**src/shared/pmpic_pkg.sv**
```systemverilog
/*
 * Package for the power mode and port impedance controller: register
 * word indices, field positions, reset values and carrier structs.
 * Assumes a 32-bit AXI4-Lite register bus and a single 250 MHz clock.
 */
package pmpic_pkg;

    // ************************************************************
    // Register map
    // ************************************************************
    localparam logic [11:0] PMPIC_ADDR_POWER_CONTROL = 12'h087; // Index, byte addr = 4x
    localparam logic [11:0] PMPIC_ADDR_IO_CONTROL    = 12'h0F8;
    localparam logic [11:0] PMPIC_ADDR_IRQ_STATUS    = 12'h100;
    localparam logic [11:0] PMPIC_ADDR_IRQ_MASK      = 12'h101;
    localparam logic [11:0] PMPIC_ADDR_IRQ_ENABLE    = 12'h102;

    // Power control fields
    localparam int PC_BAUD_DOUBLER  = 7;
    localparam int PC_PIN_SLEEP_EN  = 6;
    localparam int PC_RECOVER_EN    = 5;
    localparam int PC_GEN_FLAG_ONE  = 3;
    localparam int PC_GEN_FLAG_ZERO = 2;
    localparam int PC_POWER_DOWN    = 1;
    localparam int PC_SLEEP         = 0;
    localparam logic [7:0] PC_WRITE_MASK = 8'hEF; // Bit 4 reserved

    // I/O control fields
    localparam int IO_SERIAL_ERR    = 5;
    localparam int IO_HIGH_Z_SEL    = 4;
    localparam int IO_PORT3_FLOAT   = 3;
    localparam int IO_PORT2_FLOAT   = 2;
    localparam int IO_PORT1_FLOAT   = 1;
    localparam int IO_FLOAT_IN_PD   = 0;
    localparam logic [7:0] IO_WRITE_MASK = 8'h1F;

    // Interrupt enable fields and status events
    localparam int IE_IRQ0 = 0;
    localparam int IE_IRQ1 = 1;
    localparam int EV_SERIAL = 0;
    localparam int EV_WAKE   = 1;
    localparam int EV_PD     = 2;
    localparam logic [2:0] EV_MASK = 3'h7;

    localparam logic [7:0] PMPIC_RESET_BYTE = 8'h00;
    localparam logic [1:0] AXI_OKAY   = 2'h0;
    localparam logic [1:0] AXI_SLVERR = 2'h2;

    // Port impedance encoding
    typedef enum logic [1:0] {
        PMPIC_IMP_NORMAL = 2'h0,
        PMPIC_IMP_HIGH   = 2'h1,
        PMPIC_IMP_FLOAT  = 2'h2
    } pmpic_imp_t;

    // Power state, one-hot
    typedef enum logic [3:0] {
        PMPIC_RUN      = 4'h1,
        PMPIC_IDLE     = 4'h2,
        PMPIC_SW_PD    = 4'h4,
        PMPIC_PIN_PD   = 4'h8
    } pmpic_state_t;

    // Wake and sleep sources and serial error strobes from the core
    typedef struct packed {
        logic ext_irq_line_zero;
        logic ext_irq_line_one;
        logic any_irq_request;
        logic timer_one_pin;
        logic rx_overrun;
        logic rx_frame_err;
    } pmpic_evt_t;

    // Core-facing controls
    typedef struct packed {
        logic       cpu_halt;
        logic       periph_clk_en;
        logic       osc_en;
        logic       irq_service;
        pmpic_imp_t port1_imp;
        pmpic_imp_t port2_imp;
        pmpic_imp_t port3_imp;
    } pmpic_ctl_t;

endpackage

```
**src/rtl/pmpic_ctrl.sv**
```systemverilog
/*
 * Power mode and port impedance controller: idle, software and pin
 * power-down, recover mode, port impedance select, sticky serial error.
 * Assumes synchronous event inputs and an AXI4-Lite master.
 */
// Operation
// [RQ1] Software programs port impedance via io_control
// [RQ2] High-impedance select makes ports high impedance
// [RQ3] Float select floats port, else follow select
// [RQ4] Float-in-power-down floats all ports in power-down
// [RQ5] Power control holds four power-mode bits
// [RQ6] Power-down request sleeps; reset or irq lines wake
// [RQ7] Idle halts CPU; any interrupt wakes
// [RQ8] Recover off: only enabled external irqs wake
// [RQ9] Recover on: any interrupt request wakes
// [RQ10] Pin falling edge with enable enters power-down
// [RQ11] Pin rising edge wakes from pin power-down
// [RQ12] Pin and software power-down are independent
// [RQ13] Serial error flag set on overrun or framing
// [RQ14] Overrun flagged when unread character overwritten
// [RQ15] Framing flagged when stop bit missing
// [RQ16] Pending interrupt cancels power-down at once
// [RQ17] Interrupt wake clears request, services interrupt
`timescale 1ns/1ns
`default_nettype none

module pmpic_ctrl (
    input  wire logic               clk,
    input  wire logic               rst,
    input  wire logic [13:0]        s_axi_awaddr,
    input  wire logic               s_axi_awvalid,
    output logic                    s_axi_awready,
    input  wire logic [31:0]        s_axi_wdata,
    input  wire logic [3:0]         s_axi_wstrb,
    input  wire logic               s_axi_wvalid,
    output logic                    s_axi_wready,
    output logic [1:0]              s_axi_bresp,
    output logic                    s_axi_bvalid,
    input  wire logic               s_axi_bready,
    input  wire logic [13:0]        s_axi_araddr,
    input  wire logic               s_axi_arvalid,
    output logic                    s_axi_arready,
    output logic [31:0]             s_axi_rdata,
    output logic [1:0]              s_axi_rresp,
    output logic                    s_axi_rvalid,
    input  wire logic               s_axi_rready,
    input  wire pmpic_pkg::pmpic_evt_t evt,
    output pmpic_pkg::pmpic_ctl_t   ctl,
    output logic                    irq
);

    // ************************************************************
    // State
    // ************************************************************
    typedef struct packed {
        logic [7:0]              pc;
        logic [7:0]              io;
        logic [1:0]              ie;
        logic [2:0]              sts;
        logic [2:0]              msk;
        pmpic_pkg::pmpic_state_t st;
        logic                    t1;
        logic                    aw_got;
        logic                    w_got;
        logic [11:0]             aw_idx;
        logic [31:0]             wd;
        logic [3:0]              ws;
        logic                    bvalid;
        logic [1:0]              bresp;
        logic                    rvalid;
        logic [1:0]              rresp;
        logic [31:0]             rdata;
        logic                    svc;
    } pmpic_regs_t;

    pmpic_regs_t r_ff;
    pmpic_regs_t nxt_r;

    // Word index from byte address; low bits are the lane offset
    function automatic logic [11:0] idx_of(input logic [13:0] a);
        return a[13:2];
    endfunction

    function automatic logic known(input logic [11:0] i);
        return i == pmpic_pkg::PMPIC_ADDR_POWER_CONTROL || i == pmpic_pkg::PMPIC_ADDR_IO_CONTROL
            || i == pmpic_pkg::PMPIC_ADDR_IRQ_STATUS || i == pmpic_pkg::PMPIC_ADDR_IRQ_MASK
            || i == pmpic_pkg::PMPIC_ADDR_IRQ_ENABLE;
    endfunction

    logic [7:0]  rd_byte;
    logic        wake_ext;
    logic        wake_any;
    logic        do_wr;
    logic        in_pd;
    logic [11:0] ridx;

    // Handshake outputs are combinational from captured state
    assign s_axi_awready = !r_ff.aw_got && !r_ff.bvalid;
    assign s_axi_wready  = !r_ff.w_got && !r_ff.bvalid;
    assign s_axi_arready = !r_ff.rvalid;
    assign s_axi_bvalid  = r_ff.bvalid;
    assign s_axi_bresp   = r_ff.bresp;
    assign s_axi_rvalid  = r_ff.rvalid;
    assign s_axi_rresp   = r_ff.rresp;
    assign s_axi_rdata   = r_ff.rdata;
    assign irq           = |(r_ff.sts & r_ff.msk);
    assign ridx          = idx_of(s_axi_araddr);

    // [RQ12] independent power-down paths
    assign in_pd = r_ff.st == pmpic_pkg::PMPIC_SW_PD || r_ff.st == pmpic_pkg::PMPIC_PIN_PD;

    // [RQ8] enabled external lines wake
    assign wake_ext = (evt.ext_irq_line_zero && r_ff.ie[pmpic_pkg::IE_IRQ0])
                   || (evt.ext_irq_line_one && r_ff.ie[pmpic_pkg::IE_IRQ1]);
    // [RQ9] recover lets any request wake
    assign wake_any = wake_ext || (r_ff.pc[pmpic_pkg::PC_RECOVER_EN]
                   && (evt.any_irq_request || evt.ext_irq_line_zero || evt.ext_irq_line_one));

    // Read mux
    always_comb begin
        case (ridx)
            pmpic_pkg::PMPIC_ADDR_POWER_CONTROL: rd_byte = r_ff.pc;
            pmpic_pkg::PMPIC_ADDR_IO_CONTROL:    rd_byte = r_ff.io;
            pmpic_pkg::PMPIC_ADDR_IRQ_STATUS:    rd_byte = {5'h00, r_ff.sts};
            pmpic_pkg::PMPIC_ADDR_IRQ_MASK:      rd_byte = {5'h00, r_ff.msk};
            pmpic_pkg::PMPIC_ADDR_IRQ_ENABLE:    rd_byte = {6'h00, r_ff.ie};
            default:                             rd_byte = 8'h00;
        endcase
    end

    // ************************************************************
    // Next state
    // ************************************************************
    always_comb begin
        nxt_r     = r_ff;
        nxt_r.t1  = evt.timer_one_pin;
        nxt_r.svc = 1'b0;
        do_wr     = 1'b0;

        // Capture write address and data in either order
        if (s_axi_awvalid && s_axi_awready) begin
            nxt_r.aw_got = 1'b1;
            nxt_r.aw_idx = idx_of(s_axi_awaddr);
        end
        if (s_axi_wvalid && s_axi_wready) begin
            nxt_r.w_got = 1'b1;
            nxt_r.wd    = s_axi_wdata;
            nxt_r.ws    = s_axi_wstrb;
        end
        if (r_ff.aw_got && r_ff.w_got) begin
            do_wr        = r_ff.ws[0] && known(r_ff.aw_idx);
            nxt_r.aw_got = 1'b0;
            nxt_r.w_got  = 1'b0;
            nxt_r.bvalid = 1'b1;
            nxt_r.bresp  = known(r_ff.aw_idx) ? pmpic_pkg::AXI_OKAY : pmpic_pkg::AXI_SLVERR;
        end
        if (r_ff.bvalid && s_axi_bready) begin
            nxt_r.bvalid = 1'b0;
        end
        if (s_axi_arvalid && s_axi_arready) begin
            nxt_r.rvalid = 1'b1;
            nxt_r.rdata  = {24'h000000, rd_byte};
            nxt_r.rresp  = known(ridx) ? pmpic_pkg::AXI_OKAY : pmpic_pkg::AXI_SLVERR;
        end
        if (r_ff.rvalid && s_axi_rready) begin
            nxt_r.rvalid = 1'b0;
        end

        // Register writes; write-one-to-clear on status
        if (do_wr) begin
            case (r_ff.aw_idx)
                // [RQ5] power control layout
                pmpic_pkg::PMPIC_ADDR_POWER_CONTROL:
                    nxt_r.pc = r_ff.wd[7:0] & pmpic_pkg::PC_WRITE_MASK;
                // [RQ1] impedance programming
                pmpic_pkg::PMPIC_ADDR_IO_CONTROL:
                    nxt_r.io = (r_ff.io & ~pmpic_pkg::IO_WRITE_MASK)
                             | (r_ff.wd[7:0] & pmpic_pkg::IO_WRITE_MASK);
                pmpic_pkg::PMPIC_ADDR_IRQ_STATUS:
                    nxt_r.sts = r_ff.sts & ~r_ff.wd[2:0];
                pmpic_pkg::PMPIC_ADDR_IRQ_MASK:
                    nxt_r.msk = r_ff.wd[2:0] & pmpic_pkg::EV_MASK;
                pmpic_pkg::PMPIC_ADDR_IRQ_ENABLE:
                    nxt_r.ie = r_ff.wd[1:0];
                default: ;
            endcase
            // Serial error flag clears by writing a one; set still wins below
            if (r_ff.aw_idx == pmpic_pkg::PMPIC_ADDR_IO_CONTROL
                && r_ff.wd[pmpic_pkg::IO_SERIAL_ERR]) begin
                nxt_r.io[pmpic_pkg::IO_SERIAL_ERR] = 1'b0;
            end
        end

        // [RQ13] sticky serial error, set wins
        // [RQ14] overrun and [RQ15] framing
        if (evt.rx_overrun || evt.rx_frame_err) begin
            nxt_r.io[pmpic_pkg::IO_SERIAL_ERR] = 1'b1;
            nxt_r.sts[pmpic_pkg::EV_SERIAL]    = 1'b1;
        end

        // Power state machine
        case (r_ff.st)
            pmpic_pkg::PMPIC_RUN: begin
                // [RQ10] pin falling edge enters power-down
                if (r_ff.pc[pmpic_pkg::PC_PIN_SLEEP_EN] && r_ff.t1 && !evt.timer_one_pin) begin
                    nxt_r.st = pmpic_pkg::PMPIC_PIN_PD;
                    nxt_r.sts[pmpic_pkg::EV_PD] = 1'b1;
                end else if (r_ff.pc[pmpic_pkg::PC_POWER_DOWN]) begin
                    // [RQ16] pending interrupt cancels at once
                    if (wake_any) begin
                        nxt_r.pc[pmpic_pkg::PC_POWER_DOWN] = 1'b0;
                        nxt_r.svc = 1'b1;
                    end else begin
                        // [RQ6] software power-down entry
                        nxt_r.st = pmpic_pkg::PMPIC_SW_PD;
                        nxt_r.sts[pmpic_pkg::EV_PD] = 1'b1;
                    end
                end else if (r_ff.pc[pmpic_pkg::PC_SLEEP]) begin
                    // [RQ7] idle entry
                    nxt_r.st = pmpic_pkg::PMPIC_IDLE;
                end
            end
            pmpic_pkg::PMPIC_IDLE: begin
                // [RQ7] any interrupt request ends idle
                if (evt.any_irq_request || wake_any) begin
                    nxt_r.st = pmpic_pkg::PMPIC_RUN;
                    // [RQ17] clear request, service
                    nxt_r.pc[pmpic_pkg::PC_SLEEP] = 1'b0;
                    nxt_r.svc = 1'b1;
                    nxt_r.sts[pmpic_pkg::EV_WAKE] = 1'b1;
                end
            end
            pmpic_pkg::PMPIC_SW_PD: begin
                // [RQ6] external lines cancel power-down
                if (wake_any) begin
                    nxt_r.st = pmpic_pkg::PMPIC_RUN;
                    // [RQ17] clear request, service
                    nxt_r.pc[pmpic_pkg::PC_POWER_DOWN] = 1'b0;
                    nxt_r.svc = 1'b1;
                    nxt_r.sts[pmpic_pkg::EV_WAKE] = 1'b1;
                end
            end
            pmpic_pkg::PMPIC_PIN_PD: begin
                // [RQ11] pin rising edge wakes
                if (!r_ff.t1 && evt.timer_one_pin) begin
                    nxt_r.st = pmpic_pkg::PMPIC_RUN;
                    nxt_r.sts[pmpic_pkg::EV_WAKE] = 1'b1;
                end
            end
            default: nxt_r.st = pmpic_pkg::PMPIC_RUN;
        endcase
    end

    // Register the whole state; pin history resets high so no false edge
    always_ff @(posedge clk) begin
        if (rst) begin
            r_ff    <= '0;
            r_ff.pc <= pmpic_pkg::PMPIC_RESET_BYTE;
            r_ff.io <= pmpic_pkg::PMPIC_RESET_BYTE;
            r_ff.st <= pmpic_pkg::PMPIC_RUN;
            r_ff.t1 <= 1'b1;
        end else begin
            r_ff <= nxt_r;
        end
    end

    // ************************************************************
    // Port impedance
    // ************************************************************
    // [RQ2] [RQ3] [RQ4] impedance select per port
    function automatic pmpic_pkg::pmpic_imp_t imp_of(input logic fl, input logic hz,
                                                    input logic pdf);
        if (fl || pdf) return pmpic_pkg::PMPIC_IMP_FLOAT;
        return hz ? pmpic_pkg::PMPIC_IMP_HIGH : pmpic_pkg::PMPIC_IMP_NORMAL;
    endfunction

    logic pd_float;
    assign pd_float = in_pd && r_ff.io[pmpic_pkg::IO_FLOAT_IN_PD];

    // Core controls; oscillator stops only in power-down
    always_comb begin
        ctl.cpu_halt      = r_ff.st != pmpic_pkg::PMPIC_RUN;
        ctl.periph_clk_en = !in_pd;
        ctl.osc_en        = !in_pd;
        ctl.irq_service   = r_ff.svc;
        ctl.port1_imp = imp_of(r_ff.io[pmpic_pkg::IO_PORT1_FLOAT],
                               r_ff.io[pmpic_pkg::IO_HIGH_Z_SEL], pd_float);
        ctl.port2_imp = imp_of(r_ff.io[pmpic_pkg::IO_PORT2_FLOAT],
                               r_ff.io[pmpic_pkg::IO_HIGH_Z_SEL], pd_float);
        ctl.port3_imp = imp_of(r_ff.io[pmpic_pkg::IO_PORT3_FLOAT],
                               r_ff.io[pmpic_pkg::IO_HIGH_Z_SEL], pd_float);
    end

    // ************************************************************
    // Assertions
    // ************************************************************
    property p_float_pd;
        @(posedge clk) disable iff (rst)
        (in_pd && r_ff.io[pmpic_pkg::IO_FLOAT_IN_PD])
            |-> ctl.port1_imp == pmpic_pkg::PMPIC_IMP_FLOAT;
    endproperty
    a_float_pd: assert property (p_float_pd) else $error("ports not floating in sleep"); // [RQ4]

    property p_hz;
        @(posedge clk) disable iff (rst)
        (!pd_float && !r_ff.io[pmpic_pkg::IO_PORT2_FLOAT] && r_ff.io[pmpic_pkg::IO_HIGH_Z_SEL])
            |-> ctl.port2_imp == pmpic_pkg::PMPIC_IMP_HIGH;
    endproperty
    a_hz: assert property (p_hz) else $error("high impedance not applied"); // [RQ2]

    property p_pin_enter;
        @(posedge clk) disable iff (rst)
        (r_ff.st == pmpic_pkg::PMPIC_RUN && r_ff.pc[pmpic_pkg::PC_PIN_SLEEP_EN]
            && r_ff.t1 && !evt.timer_one_pin) |=> r_ff.st == pmpic_pkg::PMPIC_PIN_PD;
    endproperty
    a_pin_enter: assert property (p_pin_enter) else $error("pin sleep not entered"); // [RQ10]

    property p_pin_wake;
        @(posedge clk) disable iff (rst)
        (r_ff.st == pmpic_pkg::PMPIC_PIN_PD && !r_ff.t1 && evt.timer_one_pin)
            |=> r_ff.st == pmpic_pkg::PMPIC_RUN && ctl.osc_en;
    endproperty
    a_pin_wake: assert property (p_pin_wake) else $error("pin wake failed"); // [RQ11]

    property p_serial_error_flag;
        @(posedge clk) disable iff (rst)
        (evt.rx_overrun || evt.rx_frame_err) |=> r_ff.io[pmpic_pkg::IO_SERIAL_ERR];
    endproperty
    a_serial_error_flag: assert property (p_serial_error_flag) else $error("serial error not flagged"); // [RQ13]

    property p_sw_wake;
        @(posedge clk) disable iff (rst)
        (r_ff.st == pmpic_pkg::PMPIC_SW_PD && wake_any)
            |=> r_ff.st == pmpic_pkg::PMPIC_RUN && ctl.irq_service
                && !r_ff.pc[pmpic_pkg::PC_POWER_DOWN];
    endproperty
    a_sw_wake: assert property (p_sw_wake) else $error("power-down wake failed"); // [RQ17]

    property p_no_wake;
        @(posedge clk) disable iff (rst)
        (r_ff.st == pmpic_pkg::PMPIC_SW_PD && !r_ff.pc[pmpic_pkg::PC_RECOVER_EN]
            && !(evt.ext_irq_line_zero && r_ff.ie[pmpic_pkg::IE_IRQ0])
            && !(evt.ext_irq_line_one && r_ff.ie[pmpic_pkg::IE_IRQ1]))
            |=> r_ff.st == pmpic_pkg::PMPIC_SW_PD;
    endproperty
    a_no_wake: assert property (p_no_wake) else $error("disabled irq woke device"); // [RQ8]

    property p_pending;
        @(posedge clk) disable iff (rst)
        (r_ff.st == pmpic_pkg::PMPIC_RUN && r_ff.pc[pmpic_pkg::PC_POWER_DOWN]
            && r_ff.pc[pmpic_pkg::PC_RECOVER_EN] && evt.any_irq_request
            && !(r_ff.pc[pmpic_pkg::PC_PIN_SLEEP_EN] && r_ff.t1 && !evt.timer_one_pin))
            |=> r_ff.st == pmpic_pkg::PMPIC_RUN && ctl.irq_service
                && !r_ff.pc[pmpic_pkg::PC_POWER_DOWN];
    endproperty
    a_pending: assert property (p_pending) else $error("pending irq did not cancel"); // [RQ16]

    property p_idle_wake;
        @(posedge clk) disable iff (rst)
        (r_ff.st == pmpic_pkg::PMPIC_IDLE && evt.any_irq_request)
            |=> r_ff.st == pmpic_pkg::PMPIC_RUN && !r_ff.pc[pmpic_pkg::PC_SLEEP];
    endproperty
    a_idle_wake: assert property (p_idle_wake) else $error("idle not cancelled"); // [RQ7]

endmodule

`default_nettype wire

```
**config.mk**
```make
export PLATFORM = sky130hd
export DESIGN_NAME = pmpic_ctrl
export DESIGN_NICKNAME = d
export VERILOG_FILES = /design/src/shared/pmpic_pkg.sv /design/src/rtl/pmpic_ctrl.sv
export SDC_FILE = /design/constraint.sdc
export NUM_CORES = 1
export LEC_CHECK = 0
export ABC_AREA = 1
export BUFFER_PORTS_ARGS = -buffer_cell sky130_fd_sc_hd__buf_2
export CAP_MARGIN = 20
export CORE_MARGIN = 4
export CORE_UTILIZATION = 45
export DETAILED_ROUTE_END_ITERATION = 8
export GPL_ROUTABILITY_DRIVEN = 0
export PLACE_DENSITY = 0.85
export SLEW_MARGIN = 20
export SYNTH_ARGS = -nofsm -noshare
export SYNTH_HDL_FRONTEND = slang
export SYNTH_SLANG_ARGS = --single-unit
```
**constraint.sdc**
```tcl
create_clock -name clk -period 2.6 [get_ports clk]
set_input_delay 0.39 -clock clk [delete_from_list [all_inputs] [get_ports clk]]
set_output_delay 0.39 -clock clk [all_outputs]
set_load 0.02 [all_outputs]
```
# ---- Word-level counts from Yosys, hierarchy flattened
# Cells that the tools add are included.
dict set report classes {
  reduce_logical 56
  n_eq_ne 20
  muxes 50
  bitwise_logic 4
}
# cell count
set ops {}
lappend ops {{== test 12 x 9 -> 1 bit (second input constant)} 6}
lappend ops {{== test 12 x 8 -> 1 bit (second input constant)} 4}
lappend ops {{one-hot mux 8 bit (5 select lines)} 1}
lappend ops {{2-to-1 mux 4 bit} 7}
lappend ops {{2-to-1 mux 1 bit} 24}
lappend ops {{2-to-1 mux 2 bit} 10}
lappend ops {{logical OR 1 bit} 18}
lappend ops {{2-to-1 mux 18 bit} 1}
lappend ops {{logical AND 1 bit} 17}
lappend ops {{one-hot mux 4 bit (4 select lines)} 1}
lappend ops {{AND reduction 2 bit} 6}
lappend ops {{2-to-1 mux 8 bit} 1}
lappend ops {{inequality test 4 bit (second input constant)} 2}
lappend ops {{OR 8 x 5 -> 8 bit} 1}
lappend ops {{zero test 1 bit} 7}
lappend ops {{AND 3 bit} 2}
lappend ops {{2-to-1 mux 3 bit} 2}
lappend ops {{one-hot mux 1 bit (3 select lines)} 2}
lappend ops {{OR reduction 2 bit} 3}
lappend ops {{AND reduction 5 bit} 1}
lappend ops {{== test 4 x 1 -> 1 bit (second input constant)} 1}
lappend ops {{== test 4 x 2 -> 1 bit (second input constant)} 1}
lappend ops {{== test 4 x 3 -> 1 bit (second input constant)} 1}
lappend ops {{== test 4 bit (second input constant)} 1}
lappend ops {{8 further kinds} 10}
dict set report totals {
  in_bits 77
  ff_bits 66
  word_cells 151
  output_inout_bits 52
}

# ---- Depth between registers and ports, before layout
dict set report logic_depth {
  ltp_word 12
  depth_mapped 11
  depth_no_buf 11
}

# ---- Least setup slack after synthesis
# Ideal clock, no wire load.
dict set report synth_path {
  path_kind {register to output}
  start {reg r_ff[90] (netlist name)}
  end {out ctl[0] (netlist name)}
  arrival_ns 1.512
  t_required_ns 2.210
  stages_incl_launch_ff 9
  path_slack_ns 0.698
  path_buffers 0
  path_cell_list {dfxtp_1 > inv_1 > nand2_1 > nor2_1 > nor2_1 > nor2_1 > inv_1 > nand2_1 > nor2_1}
}
# element line_no
set synth_lines {}
lappend synth_lines {{start: declaration} pmpic_ctrl.sv:76} ;# pmpic_regs_t r_ff;
lappend synth_lines {{start signal: assignment} pmpic_ctrl.sv:263} ;# r_ff <= nxt_r;
lappend synth_lines {{end: declaration} pmpic_ctrl.sv:48} ;# output pmpic_pkg::pmpic_ctl_t ctl,

==> results.md <==
Final layout:
- Cells fill between 50% and 60% of the core in the end.
- The share of layout cells above drive strength 1 is a little under a quarter.
- The synthesis-to-finish area growth is 14.1%.
- The number of antenna diodes in the final layout is 0.
- The number of nets in the layout is 627.

Global route:
- The first global-routing pass estimated ~13000 um of wire.
- After global routing the overflow that remains totals 0.
- The overall track demand over capacity in global routing is between 10% and 20%.
- The via count of the first global-routing pass is 3032.
- The pin count of the biggest net entering global routing is 38.
- The initial antenna violation count is 0.

STA:
- In this run the tightest slew margin relative to its limit is between 50 and 60%.
- The final worst clock skew is between 6 and 7 ps.
- The count of endpoints failing hold in the final timing report is 0.
- The shortest period the worst path allows is 2100 ps.
- The worst path uses between 80% and 90% of the clock period.
- The count of final max-slew check failures is 0.
- Setup repair after global routing left no endpoint under its margin.
- For the pin with the worst max-slew slack, the measured transition is approximately 640 ps.
- The final sum of negative setup slack is 0 ps.
- Once routing completed, OpenROAD measured the worst setup slack at between 500 and 600 ps.
- Static timing analysis puts the maximum clock frequency at around 0.48 GHz.
- Setup violations remaining at the end of the flow were counted as 0.

Floorplanning:
- In this run the standard cell core region covers around 7300 sq um.
- The starting density of the core is between 40 and 50%.
- The number of ports placed on the die boundary is about 130.
- Row generation in the floorplan step produced 31 rows.
- The die boundary height is 94.4 um.
- The die width is approximately 94 um.
- The die covers 8910 sq um.

Yosys:
- The post-synthesis sequential area ratio is 36.9%.
- After technology mapping, the gate count stands at 490.
- In the synthesized netlist the async set-or-reset flop fraction comes to 0%.
- In the post-synthesis netlist, the biggest area contributors are sky130_fd_sc_hd__dfxtp_1 (37%), sky130_fd_sc_hd__nand2_1 (9.5%), sky130_fd_sc_hd__buf_4 (8.7%), sky130_fd_sc_hd__inv_1 (7.4%), sky130_fd_sc_hd__nor2_1 (6.8%).
- The most common cell in the synthesized netlist is sky130_fd_sc_hd__nand2_1.
- The count of different cell masters after synthesis is 35.
- In this run, synthesis inferred 0 flip-flops with an integrated enable.
- The flip-flop cell with the highest count after synthesis is sky130_fd_sc_hd__dfxtp_1.
- The post-synthesis instance area is ~3400 sq um.
- The area share of the largest cell type after synthesis is between 30% and 40%.
- During synthesis, Yosys emitted a total of 0 warnings.
- The biggest area consumer among synthesized cells is sky130_fd_sc_hd__dfxtp_1.
- The average instance area after synthesis is 6.86 sq um.
- The flip-flop and latch count after synthesis is between 60 and 70.
- Sorting the synthesized cells by how often they occur yields sky130_fd_sc_hd__nand2_1 (85), sky130_fd_sc_hd__inv_1 (66), sky130_fd_sc_hd__dfxtp_1 (62).

Setup path:
- The launching element type of the critical path is a flip-flop.
- The required arrival time at the worst endpoint is between 2000 and 2500 ps.
- The most prevalent standard cell on the critical path is sky130_fd_sc_hd__nor2_1.
- The critical setup path kind is reg2out.
- The critical-path maximum fanout is 3.
- The signal on the critical path passes through inv_1, nand2_1, nor3_1, nor2_1, nor2_1, inv_1, nand2_1, nor2_1, buf_2.
- At the worst endpoint, the arrival time is 1710 ps.
- The number of buffers and inverters on the critical path is 3.
- STA classifies the critical path endpoint as an output pin.
- The largest delay contributor family on the critical path is simple AND/OR/NAND/NOR gates.
- The largest single stage delay on the critical path is roughly 330 ps.
- The cell type of the slowest stage on the worst timing path is sky130_fd_sc_hd__dfxtp_1.

Power:
- The share of power burned in registers is between 40 and 50%.
- The internal power contribution is 1.73 mW.
- The share of total power in combinational logic is between 10% and 20%.
- Power spread over the standard cell area amounts to 646 nW/um^2.
- Across the VDD grid, the largest voltage drop is between 0.0004 and 0.0005 V.
- The switching part of the total power is between 20 and 30%.
- Summed over all cells, the static leakage comes to between 1.5 and 2 nW.
- Summing internal, switching and leakage power gives 2.47 mW.
- The switching power is 742 uW.
- The share of power burned in the clock network is a little under two fifths.

Clock tree:
- The insertion delay of the later-clocked pin in the worst-skew pair is 340 ps.
- The post-CTS setup-driven buffer insertion count is 0.
- TritonCTS built the clock tree.
- Clock-pin slew was measured on the worst setup and hold paths at roughly 70 ps.
- Counting the buffers created by CTS gives 9.
- The clock net in this run drives a total of 62 sinks.
- In this run the clock root is driven by a sky130_fd_sc_hd__clkbuf_8.
- The count of cells resized by post-cts repair is 0.
- Buffers inserted to repair hold after CTS numbered 0.
- The clock tree synthesis step divided the H-tree into 3 levels.
- The maximum number of buffers from clock root to sink is 2.

Place:
- The number of buffers inserted by port buffering is 71.
- Once detailed placement completed, the half-perimeter wirelength came to a little over 6000 um.
- The placement-stage worst setup slack is roughly 870 ps.

Worst hold path:
- The type of the worst min-delay path is in2reg.

Run:
- Across the run, the number of max-cap violations was 0.

Outcome:
- The flow ran to the end, and the final reports show no timing, DRC or antenna violations.

Route:
- Dividing the detail-routed wire length by the instance count gives around 12 um.
- Dividing the detail-routed via count by the number of cells gives around 4.8.
- The antenna violation net count after detailed routing is 0.
- The first routing iteration left approximately 190 violations.
- Summed over all layers, the routed wires come to 7800 um.
- The detailed-router iteration count before antenna repair is 5.
- After detailed routing, the number of remaining DRC violations is 0.
- The total number of vias is between 3k and 4k.
-- layer usage --
metal,vias up,wire length (um),track usage [%]
met5,-,0,0
met4,0,232,8.06
met3,22,581,5.58
met2,107,3790,31.3
met1,1383,3200,21.1
li1,1605,-,-
-- logic make-up after synthesis --
| group | synth area share (%) |
|---|---|
| AOI/OAI and AO/OA | 14.7 |
| DFF | 36.9 |
| and+or+nand+nor | 29.7 |
| buffers and inverters | 18.5 |
| other | 0.112 |
-- registers in the layout (all words and copies together) (netlist names) --
name,flops
ctl,1
r_ff,49
s_axi_bresp,1
s_axi_bvalid,1
s_axi_rdata,8
s_axi_rresp,1
s_axi_rvalid,1
-- cells in the final DEF (no fill, tap or decap) --
master / instances
sky130_fd_sc_hd__inv_1: 66
sky130_fd_sc_hd__inv_2: 11
sky130_fd_sc_hd__nor3_1: 11
sky130_fd_sc_hd__o21ai_1: 6
sky130_fd_sc_hd__nor3_4: 1
sky130_fd_sc_hd__nand3_2: 2
sky130_fd_sc_hd__a211oi_1: 1
sky130_fd_sc_hd__nand3_4: 2
sky130_fd_sc_hd__nand3b_1: 2
sky130_fd_sc_hd__a31oi_1: 1
sky130_fd_sc_hd__a21oi_2: 5
sky130_fd_sc_hd__o221ai_1: 1
sky130_fd_sc_hd__conb_1: 26
sky130_fd_sc_hd__buf_4: 2
sky130_fd_sc_hd__clkbuf_1: 2
sky130_fd_sc_hd__nor3_2: 3
sky130_fd_sc_hd__clkinv_1: 1
sky130_fd_sc_hd__clkbuf_8: 10
sky130_fd_sc_hd__nand2_1: 85
sky130_fd_sc_hd__nand2_2: 5
sky130_fd_sc_hd__nor2_2: 6
sky130_fd_sc_hd__a21oi_1: 32
sky130_fd_sc_hd__nand3_1: 15
sky130_fd_sc_hd__nor3b_2: 1
sky130_fd_sc_hd__and3_1: 1
sky130_fd_sc_hd__dfxtp_1: 62
sky130_fd_sc_hd__o211ai_1: 1
sky130_fd_sc_hd__nor2_1: 61
sky130_fd_sc_hd__nor2_4: 2
sky130_fd_sc_hd__clkinv_2: 2
sky130_fd_sc_hd__nand2_8: 1
sky130_fd_sc_hd__or2_1: 1
sky130_fd_sc_hd__o21ai_0: 38
sky130_fd_sc_hd__nand3b_2: 1
sky130_fd_sc_hd__o21a_1: 1
sky130_fd_sc_hd__nand4_1: 9
sky130_fd_sc_hd__buf_2: 71
sky130_fd_sc_hd__o22ai_1: 5
sky130_fd_sc_hd__bufinv_16: 2
-- final timing paths --
kind | slack (ps) | startpoint | cells past startpoint | endpoint
hold reg to reg | 450 | r_ff[85]$_SDFFE_PP0P_ | 2 | r_ff[85]$_SDFFE_PP0P_
setup / recovery | 500 | r_ff[90]$_SDFFE_PP1P_ | 9 | ctl[4]
hold / removal | 240 | s_axi_bready | 2 | s_axi_bvalid$_SDFFE_PP0P_
setup reg to reg | 1090 | r_ff[82]$_SDFFE_PP0P_ | 10 | r_ff[116]$_SDFFE_PP0P_
-- worst reg2reg max path, stage by stage, from the launching register on --
cell,delay [ps]
sky130_fd_sc_hd__dfxtp_1,330
sky130_fd_sc_hd__inv_1,90
sky130_fd_sc_hd__nand2_2,80
sky130_fd_sc_hd__nor2_4,120
sky130_fd_sc_hd__nand3_1,100
sky130_fd_sc_hd__nand2_1,100
sky130_fd_sc_hd__inv_2,60
sky130_fd_sc_hd__nand2_8,110
sky130_fd_sc_hd__nand3_4,150
sky130_fd_sc_hd__inv_2,190
sky130_fd_sc_hd__a21oi_2,70
-- through the flow --
step | cells | hold slack, ps | area (sq um)
final | 654 | 245 | 3830
after global routing | 654 | 250 | 3830
after CTS | 654 | 232 | 3830
after detailed placement | 638 | 446 | 3620
after global placement | 638 | 440 | 3620
after floorplan | 515 | 434 | 3450
-- power by group through the flow --
stage                     Clock, mW  Combinational (mW)  Sequential (mW)
after floorplan                   0               0.411             1.07
after global placement            0               0.461             1.08
after detailed placement          0               0.480             1.08
after CTS                     0.952               0.480             1.06
after global routing          0.994               0.547             1.07
final                         0.930               0.481             1.06
-- layout make-up --
class | instances | area, sq um
repair buffers | 73 | 370
well taps | 99 | 124
inverters | 78 | 293
multi-input cells | 326 | 1590
clock inverters | 4 | 70.1
fillers | 701 | 3420
flip-flops and latches | 62 | 1240
clock buffers | 12 | 145
(Power assumes the default switching activity.)
